## config.mk

```make
export PLATFORM = sky130hd
export DESIGN_NAME = sffa_top
export DESIGN_NICKNAME = d
export VERILOG_FILES = /design/src/rtl/sffa_offset_byte.v /design/src/rtl/sffa_top.v
export VERILOG_INCLUDE_DIRS = /design/src /design/src/common
export SDC_FILE = /design/constraint.sdc
export NUM_CORES = 1
export LEC_CHECK = 0
export BUFFER_PORTS_ARGS = -buffer_cell sky130_fd_sc_hd__buf_2
export CAP_MARGIN = 40
export CORE_UTILIZATION = 60
export DETAILED_ROUTE_END_ITERATION = 6
export MAX_ROUTING_LAYER = met4
export PLACE_DENSITY = 0.79
export SLEW_MARGIN = 20
export SYNTH_ARGS = -nofsm -noshare
export SYNTH_HDL_FRONTEND = slang
export SYNTH_HIERARCHICAL = 1
export SYNTH_SLANG_ARGS = --single-unit
export TNS_END_PERCENT = 1
```

## constraint.sdc

```tcl
create_clock -name i_clk -period 6.45 [get_ports i_clk]
set_input_delay 1.29 -clock i_clk [delete_from_list [all_inputs] [get_ports i_clk]]
set_output_delay 1.29 -clock i_clk [all_outputs]
set_load 0.05 [all_outputs]
```

## src/common/sffa_defs.vh

```
// Purpose: Constants for the synthesizer fine frequency adjust block
// Assumes: Byte-wide register port, 8-bit addresses
// Notes:   Offsets are byte register addresses
`ifndef SFFA_DEFS_VH
`define SFFA_DEFS_VH

`define SFFA_AW              8
`define SFFA_DW              8
`define SFFA_OFS_W           32
`define SFFA_ADDR_EN_A       8'hec
`define SFFA_ADDR_OFS_A0     8'hed
`define SFFA_ADDR_EN_B       8'hf1
`define SFFA_ADDR_OFS_B0     8'hf2
`define SFFA_ADDR_SPUR       8'hf7
`define SFFA_ADDR_STATUS     8'hf8
`define SFFA_EN_BIT          0
`define SFFA_RST_BYTE        8'h00
`define SFFA_RST_WORD        32'h0000_0000
`define SFFA_RECONF_MS       200
`define SFFA_CLK_HZ          20000000
`define SFFA_CNT_W           23
`define SFFA_ONE             23'h00_0001
`define SFFA_ZERO            23'h00_0000
`define SFFA_HZ_PER_KHZ      1000
`define SFFA_OFS_BYTES       8'h04
`define SFFA_LANE_TOP        2'h3

`endif

```

## src/rtl/sffa_offset_byte.v

```verilog
// Purpose: Byte staging for one 32-bit offset register
// Assumes: Bytes written low address first, top byte last
// Notes:   Whole word commits on write of the top byte
`timescale 1ns/1ns
`default_nettype none
`include "sffa_defs.vh"

module sffa_offset_byte (
	input  wire                      i_clk,
	input  wire                      i_resetn,
	input  wire                      i_we,
	input  wire [1:0]                i_lane,
	input  wire [`SFFA_DW-1:0]       i_wdata,
	output reg  [`SFFA_OFS_W-1:0]    o_word
);

	reg [`SFFA_OFS_W-1:0] stage_r;
	reg [`SFFA_OFS_W-1:0] stage_nxt;

	always @* begin
		stage_nxt = stage_r;
		case (i_lane)
			2'h0: stage_nxt[7:0]   = i_wdata;
			2'h1: stage_nxt[15:8]  = i_wdata;
			2'h2: stage_nxt[23:16] = i_wdata;
			default: stage_nxt[31:24] = i_wdata;
		endcase
	end

	always @(posedge i_clk or negedge i_resetn) begin
		if (!i_resetn) begin
			stage_r <= `SFFA_RST_WORD;
			o_word  <= `SFFA_RST_WORD;
		end else if (i_we) begin
			stage_r <= stage_nxt;
			if (i_lane == `SFFA_LANE_TOP) begin
				o_word <= stage_nxt; // RL16
			end
		end
	end

endmodule
`default_nettype wire

```

## src/rtl/sffa_top.v

```verilog
// Purpose: Fine frequency adjust registers for two synthesizers
// Assumes: Synchronous register port, 20 MHz clock
// Notes:   Effective offsets go to the synthesis engines
//
// Rules this block and its host follow
// RL1 - Offset A is signed two's complement
// RL2 - Offset B is signed two's complement
// RL3 - One LSB moves frequency 2^-32
// RL4 - Output is finit times one plus offset
// RL5 - New offset applies live, no restart
// RL6 - Enable A zero forces offset A ignored
// RL7 - Enable B zero forces offset B ignored
// RL8 - Enable B bit0 switches, bits7:1 reserved
// RL9 - Host keeps offset A within half percent
// RL10 - Host keeps offset B within half percent
// RL11 - Spur setting change starts 200 ms reconfig
// RL12 - Host stays off bus during reconfig
// RL13 - Host writes vendor spur values, 24.576 MHz
// RL14 - Spur setting is full 8-bit register
// RL15 - Enable A bit0 switches, rest reserved
// RL16 - Reserved zero; offsets commit whole words
//
// Chosen here: strobed register access.
`timescale 1ns/1ns
`default_nettype none
`include "sffa_defs.vh"

module sffa_top (
	input  wire                      i_clk,
	input  wire                      i_resetn,
	input  wire [`SFFA_AW-1:0]       i_addr,
	input  wire [`SFFA_DW-1:0]       i_wdata,
	input  wire                      i_wr,
	input  wire                      i_rd,
	output reg  [`SFFA_DW-1:0]       o_rdata,
	output reg  signed [`SFFA_OFS_W-1:0] o_offset_a,
	output reg  signed [`SFFA_OFS_W-1:0] o_offset_b,
	output reg  [`SFFA_DW-1:0]       o_spur_setting,
	output reg                       o_reconfig_busy
);

	localparam [31:0] RECONF_CYC =
		(`SFFA_CLK_HZ / `SFFA_HZ_PER_KHZ) * `SFFA_RECONF_MS;
	// Full count, busy lasts exactly the reconfig span
	localparam [`SFFA_CNT_W-1:0] RECONF_LOAD = RECONF_CYC[`SFFA_CNT_W-1:0];

	reg                       en_a_r;
	reg                       en_b_r;
	reg  [`SFFA_DW-1:0]       spur_r;
	reg  [`SFFA_CNT_W-1:0]    cnt_r;
	reg  [`SFFA_CNT_W-1:0]    cnt_nxt;
	reg  [`SFFA_DW-1:0]       rdata_nxt;
	wire [`SFFA_OFS_W-1:0]    ofs_a;
	wire [`SFFA_OFS_W-1:0]    ofs_b;
	wire                      we_ofs_a;
	wire                      we_ofs_b;
	wire                      spur_change;

	// Address window test for the 4-byte offset registers
	function in_word;
		input [`SFFA_AW-1:0] addr;
		input [`SFFA_AW-1:0] base;
		reg   [`SFFA_AW-1:0] d;
		begin
			d = addr - base;
			in_word = (d < `SFFA_OFS_BYTES);
		end
	endfunction

	function [7:0] byte_of;
		input [`SFFA_OFS_W-1:0] w;
		input [1:0]             lane;
		begin
			case (lane)
				2'h0: byte_of = w[7:0];
				2'h1: byte_of = w[15:8];
				2'h2: byte_of = w[23:16];
				default: byte_of = w[31:24];
			endcase
		end
	endfunction

	wire [`SFFA_AW-1:0] lane_a = i_addr - `SFFA_ADDR_OFS_A0;
	wire [`SFFA_AW-1:0] lane_b = i_addr - `SFFA_ADDR_OFS_B0;

	assign we_ofs_a = i_wr && in_word(i_addr, `SFFA_ADDR_OFS_A0);
	assign we_ofs_b = i_wr && in_word(i_addr, `SFFA_ADDR_OFS_B0);
	assign spur_change = i_wr && (i_addr == `SFFA_ADDR_SPUR) && (i_wdata != spur_r);

	// Offset A, signed word committed as a whole
	sffa_offset_byte u_ofs_a (
		.i_clk    (i_clk),
		.i_resetn (i_resetn),
		.i_we     (we_ofs_a),
		.i_lane   (lane_a[1:0]),
		.i_wdata  (i_wdata),
		.o_word   (ofs_a)
	); // RL1

	// Offset B, signed word committed as a whole
	sffa_offset_byte u_ofs_b (
		.i_clk    (i_clk),
		.i_resetn (i_resetn),
		.i_we     (we_ofs_b),
		.i_lane   (lane_b[1:0]),
		.i_wdata  (i_wdata),
		.o_word   (ofs_b)
	); // RL2

	// Control registers
	always @(posedge i_clk or negedge i_resetn) begin
		if (!i_resetn) begin
			en_a_r <= 1'b0;
			en_b_r <= 1'b0;
			spur_r <= `SFFA_RST_BYTE;
		end else if (i_wr) begin
			if (i_addr == `SFFA_ADDR_EN_A) begin
				en_a_r <= i_wdata[`SFFA_EN_BIT]; // RL15
			end
			if (i_addr == `SFFA_ADDR_EN_B) begin
				en_b_r <= i_wdata[`SFFA_EN_BIT]; // RL8
			end
			if (i_addr == `SFFA_ADDR_SPUR) begin
				spur_r <= i_wdata; // RL14
			end
		end
	end

	// Reconfiguration timer
	always @* begin
		cnt_nxt = cnt_r;
		if (spur_change) begin
			cnt_nxt = RECONF_LOAD; // RL11
		end else if (cnt_r != `SFFA_ZERO) begin
			cnt_nxt = cnt_r - `SFFA_ONE;
		end
	end

	always @(posedge i_clk or negedge i_resetn) begin
		if (!i_resetn) begin
			cnt_r           <= `SFFA_ZERO;
			o_reconfig_busy <= 1'b0;
		end else begin
			cnt_r           <= cnt_nxt;
			o_reconfig_busy <= spur_change || (cnt_nxt != `SFFA_ZERO); // RL11
		end
	end

	// Effective offsets toward the synthesis engines
	always @(posedge i_clk or negedge i_resetn) begin
		if (!i_resetn) begin
			o_offset_a     <= `SFFA_RST_WORD;
			o_offset_b     <= `SFFA_RST_WORD;
			o_spur_setting <= `SFFA_RST_BYTE;
		end else begin
			o_offset_a     <= en_a_r ? ofs_a : `SFFA_RST_WORD; // RL6 RL3 RL4 RL5
			o_offset_b     <= en_b_r ? ofs_b : `SFFA_RST_WORD; // RL7 RL3 RL4 RL5
			o_spur_setting <= spur_r;
		end
	end

	// Read mux
	always @* begin
		rdata_nxt = `SFFA_RST_BYTE;
		if (i_addr == `SFFA_ADDR_EN_A) begin
			rdata_nxt = {7'h00, en_a_r}; // RL16
		end else if (i_addr == `SFFA_ADDR_EN_B) begin
			rdata_nxt = {7'h00, en_b_r}; // RL16
		end else if (in_word(i_addr, `SFFA_ADDR_OFS_A0)) begin
			rdata_nxt = byte_of(ofs_a, lane_a[1:0]);
		end else if (in_word(i_addr, `SFFA_ADDR_OFS_B0)) begin
			rdata_nxt = byte_of(ofs_b, lane_b[1:0]);
		end else if (i_addr == `SFFA_ADDR_SPUR) begin
			rdata_nxt = spur_r;
		end else if (i_addr == `SFFA_ADDR_STATUS) begin
			rdata_nxt = {7'h00, o_reconfig_busy};
		end
	end

	always @(posedge i_clk or negedge i_resetn) begin
		if (!i_resetn) begin
			o_rdata <= `SFFA_RST_BYTE;
		end else if (i_rd) begin
			o_rdata <= rdata_nxt;
		end else begin
			o_rdata <= `SFFA_RST_BYTE;
		end
	end

endmodule
`default_nettype wire

```

# [Yosys cells after proc, flatten, opt, wreduce, memory -nomap -nowiden]
# Index checks and enable logic that the tools add are counted.
[op_classes] addsub=3 magnitude_cmp=2 n_eq_ne=11 n_mux=21 reduce_logical=16
[op_table] op="$mux W8" n=14
[op_table] op="$mux W32" n=2
[op_table] op="$pmux W8 S3" n=2
[op_table] op="$mux W23" n=2
[op_table] op="$reduce_bool A23 Y1" n=2
[op_table] op="$eq A8 B8 Y1 const B" n=4
[op_table] op="$sub A23 B1 Y23 const B" n=1
[op_table] op="$lt A8 B3 Y1 const B" n=2
[op_table] op="$sub A8 B8 Y8 const B" n=2
[op_table] op="$reduce_and A2 Y1" n=5
[op_table] op="$eq A2 B2 Y1 const B" n=4
[op_table] op="$ne A8 B8 Y1" n=1
[op_table] op="$reduce_or A3 Y1" n=2
[op_table] op="$eq A2 B1 Y1 const B" n=2
[op_table] op="$logic_and A1 B1 Y1" n=4
[op_table] op="$logic_not A2 Y1" n=2
[op_table] op="$logic_or A1 B1 Y1" n=1
[op_table] op="$mux W1" n=1
[totals] regBits=242 inputBits=20 output_inout_bits=81 wordCells=66

# [Longest topological paths before layout]
[logic_depth] depth_word=8 ltp_mapped=13 depth_no_buf=9

# [Modules after synthesis]
# The synthesis kept the hierarchy.
[modules_own_cells] module="sffa_top" instances=1 cells_each=483 area_each_um2=5201.2 seq_area_each_um2=2852.7
[modules_own_cells] module="sffa_offset_byte" instances=2 cells_each=120 area_each_um2=2090.8 seq_area_each_um2=1401.3

# [Worst setup path before layout]
# OpenSTA, ideal clock, no wires.
[synth_path] kind="input to register" startpoint="input port i_addr[1]" endpoint="register u_ofs_a.stage_r[0]" setup_time_ns=0.125 t_arrival_ns=3.725 t_required_ns=6.325 path_slack_ns=2.600 cell_stages=12 path_buffers=3 cell_sequence="inv_1 ha_1 clkbuf_1 nor2b_1 a21oi_1 o31ai_1 nand2b_1 clkbuf_1 clkbuf_1 nor2_1 nor3b_4 mux2_2"
[synth_between] elab_chain_len=3
[synth_lines] element="start: declaration" line="sffa_top.v:31" rtl="input wire [`SFFA_AW-1:0] i_addr,"
[synth_lines] element="$sub A8 B8 Y8" line="sffa_top.v:65" rtl="d = addr - base;"
[synth_lines] element="$lt A8 B3 Y1 (no source line)"
[synth_lines] element="$logic_and A1 B1 Y1" line="sffa_top.v:86" rtl="assign we_ofs_a = i_wr && in_word(i_addr, `SFFA_ADDR_OFS_A0);"
[synth_lines] element="via we_ofs_a" line="sffa_top.v:55" rtl="wire we_ofs_a;"
[synth_lines] element="end signal: assignment" line="sffa_offset_byte.v:32" rtl="stage_r <= `SFFA_RST_WORD;"
[synth_lines] element="end signal: assignment" line="sffa_offset_byte.v:35" rtl="stage_r <= stage_nxt;"
[synth_lines] element="end: declaration" line="sffa_offset_byte.v:17" rtl="reg [`SFFA_OFS_W-1:0] stage_r;"
# The timed path passes the listed nets, and every way through them passes these cells.
# A chain may end at the register's enable or synchronous reset.

# [Worst setup path after layout]
[layout_path] startpoint="input port i_addr[1]" endpoint="register u_ofs_a.stage_r[18]"
# The elaborated chain is that of the path after synthesis.

==> metrics <==
Fill cells 1073; final net count roughly 850; Die Y 127 µm; Post-synth EDFFs 0; vias in the first global route 6270; DRC Markers 0; ANT cells 0; H-tree depth 1; pin count of the biggest net entering global routing 88; CTS root buf clkbuf_16; Area Growth Syn to Fin 16.4%; Hold WC Path Type flop to flop; Worst Path Required 6820 ps; GRT Overall Usage 0.273; post-synthesis instance total ~720; post-cts resize count 0; setup_tns 0 ps; core area 15300 µm²; Antenna Violating Nets Remaining 0; leakage about 5.5 nW; final estimated routing congestion in global placement ~0.87; Longest Clk Path Bufs 3; Fin. Hold Viols 0; worst slew pin tran ~800 ps; post-synthesis sequential area ratio 0.603; port bufs 100; non-filler cells, final 1050; CTS hold repair buffers 0; clock sinks between 200 and 250; HP Start spur_r[7]; final setup vio count 0; number of synthesized register bits around 230; Initial Util 0.615; total congestion overflow 0; Ys Warns 6; grt met2 use 0.437; CTS tree done; synth cell count leaders 226 x dfrtp_1, 123 x mux2_2, 65 x and2_1; share of cells above drive strength 1 0.330; post-synth top area cell dfrtp_1; initial antenna violation count 0; hold slack final 491 ps; post-route total power 0.00317 W; Inst Count DP ~1k; RSZ-0062 raised after global routing false; Final period util 0.628; CTS buffer count 23; dpl ws 2010 ps; max-cap check violation count 0; largest cells by area after synthesis dfrtp_1 60%, mux2_2 15%, and2_1 4.3%; worst setup margin 2400 ps; vias per inst 5.85; fin. max-slew vios 0; worst-skew pair later-pin latency 500 ps; Top Ports 101; area of the multi-input gates 3530 µm²; dpl hpwl 13600 µm; status finished, final reports clean; Crit Path Category input port to flop; Slew Limit Headroom 0.469; first-pass GRT wire length 33300 µm; Worst R2R Start cnt_r[10]; mapped cell area 9380 µm²; CP arrival 4420 ps; Avg Cell Area, Syn 13.0 µm²; clock skew around 14 ps; via count 6146; Die X roughly 130 µm; Post-synth top flop dfrtp_1; Starting DRT DRC Count 529; routing usage on met1 0.375; clk slew on worst S/H paths roughly 60 ps; Final min period a little over 4000 ps; postcts setup bufs 0; Yosys cell types 50; Hold Path Depth 0; crit path launch i_addr[1]; CP Launch Type input port; Yosys top cell area share 0.603; row count 45; FMAX roughly 250 MHz; Die Area ~16000 µm²; Crit. End Element flop; crit-path max FO 27; Cell Pwr Density around 290 nW/µm²; syn nets 753; Async SR Flop Fraction 1.00; DRT Wirelength 20400 µm; Max VDD drop ~230 µV; most frequent cell after synthesis dfrtp_1; FF-to-FF path depth 6; per-cell routed wire length 19.4 µm; DR pass1 iterations 5; GR Util met3 0.0352; grt peak-use layer met2; sequential cell area roughly 5700 µm²
## power breakdown
group | switching (W) | internal [W]
sequential | 0.0000615 | 0.00148
combinational | 0.000153 | 0.0000913
clock | 0.000518 | 0.000869
## per-stage QoR
step	area, µm²	utilization
2_1_floorplan	9380	-
3_3_place_gp	10000	0.658
3_5_place_dp	10100	0.659
4_1_cts	10800	0.711
5_1_grt	10900	0.716
6_report	10900	0.716
## final timing paths
| path | end | slack, ps |
|---|---|---|
| max reg2reg | o_reconfig_busy | 3560 |
| min reg2reg | o_spur_setting[7] | 490 |
| min | o_spur_setting[7] | 490 |
| min in group asynchronous | o_offset_b[12] | 780 |
| max | u_ofs_a/stage_r[18] | 2400 |
| max in group asynchronous | o_offset_b[10] | 4500 |
## cell families after synthesis
| family | count (synthesis) | share of synthesized area |
|---|---|---|
| compound gates | 76 | 0.0576 |
| xor+xnor | 25 | 0.0233 |
| fa+ha+maj | 10 | 0.0133 |
| buf+inv | 48 | 0.0215 |
| flops | 226 | 0.603 |
| mux | 127 | 0.152 |
| simple gates | 211 | 0.130 |
## flip-flops by register name, summed over array words and instances (netlist names)
register         flops
u_ofs_a/stage_r     24
u_ofs_b/o_word      32
o_spur_setting       8
o_offset_a          32
en_a_r               1
en_b_r               1
o_offset_b          32
o_reconfig_busy      1
spur_r               8
u_ofs_b/stage_r     24
cnt_r               23
o_rdata              8
u_ofs_a/o_word      32
## critical path, cell delays in order
cell	delay [ps]
buf_2	130
inv_1	260
ha_1	220
buf_4	310
nor2b_1	230
a21oi_1	100
o31ai_1	210
nand2b_1	400
nor2_1	370
nand3b_1	450
mux2_2	440
## layout by cell type (no fill, tap or decap), drive strengths merged, types with 11 or more instances in the layout
cell type | synthesis | final
a222oi | 16 | 16
buf | 13 | 111
nor2 | 38 | 38
o21ai | 14 | 14
a211oi | 16 | 16
and2 | 65 | 65
xor2 | 14 | 14
inv | 12 | 12
xnor2 | 11 | 11
clkbuf | 23 | 31
nand2 | 28 | 28
a21oi | 16 | 16
mux2 | 123 | 123
dfrtp | 226 | 226
## area by class of cell
| type | count | area share |
|---|---|---|
| Tap cell | 211 | 0.0242 |
| Inverter | 12 | 0.00413 |
| Timing Repair Buffer | 111 | 0.0583 |
| Clock inverter | 10 | 0.0160 |
| Multi-Input combinational cell | 449 | 0.323 |
| Clock buffer | 31 | 0.0564 |
| Sequential cell | 226 | 0.518 |
## per-layer routing
| metal | part of all wire | wire length [µm] | up-vias |
|---|---|---|---|
| met5 | 0 | 0 | - |
| met4 | 0.021 | 431 | 0 |
| met3 | 0.059 | 1190 | 39 |
| met2 | 0.49 | 9920 | 230 |
| met1 | 0.43 | 8830 | 3102 |
| li1 | - | - | 2775 |
No activity file was read; power rests on OpenSTA's default activity.
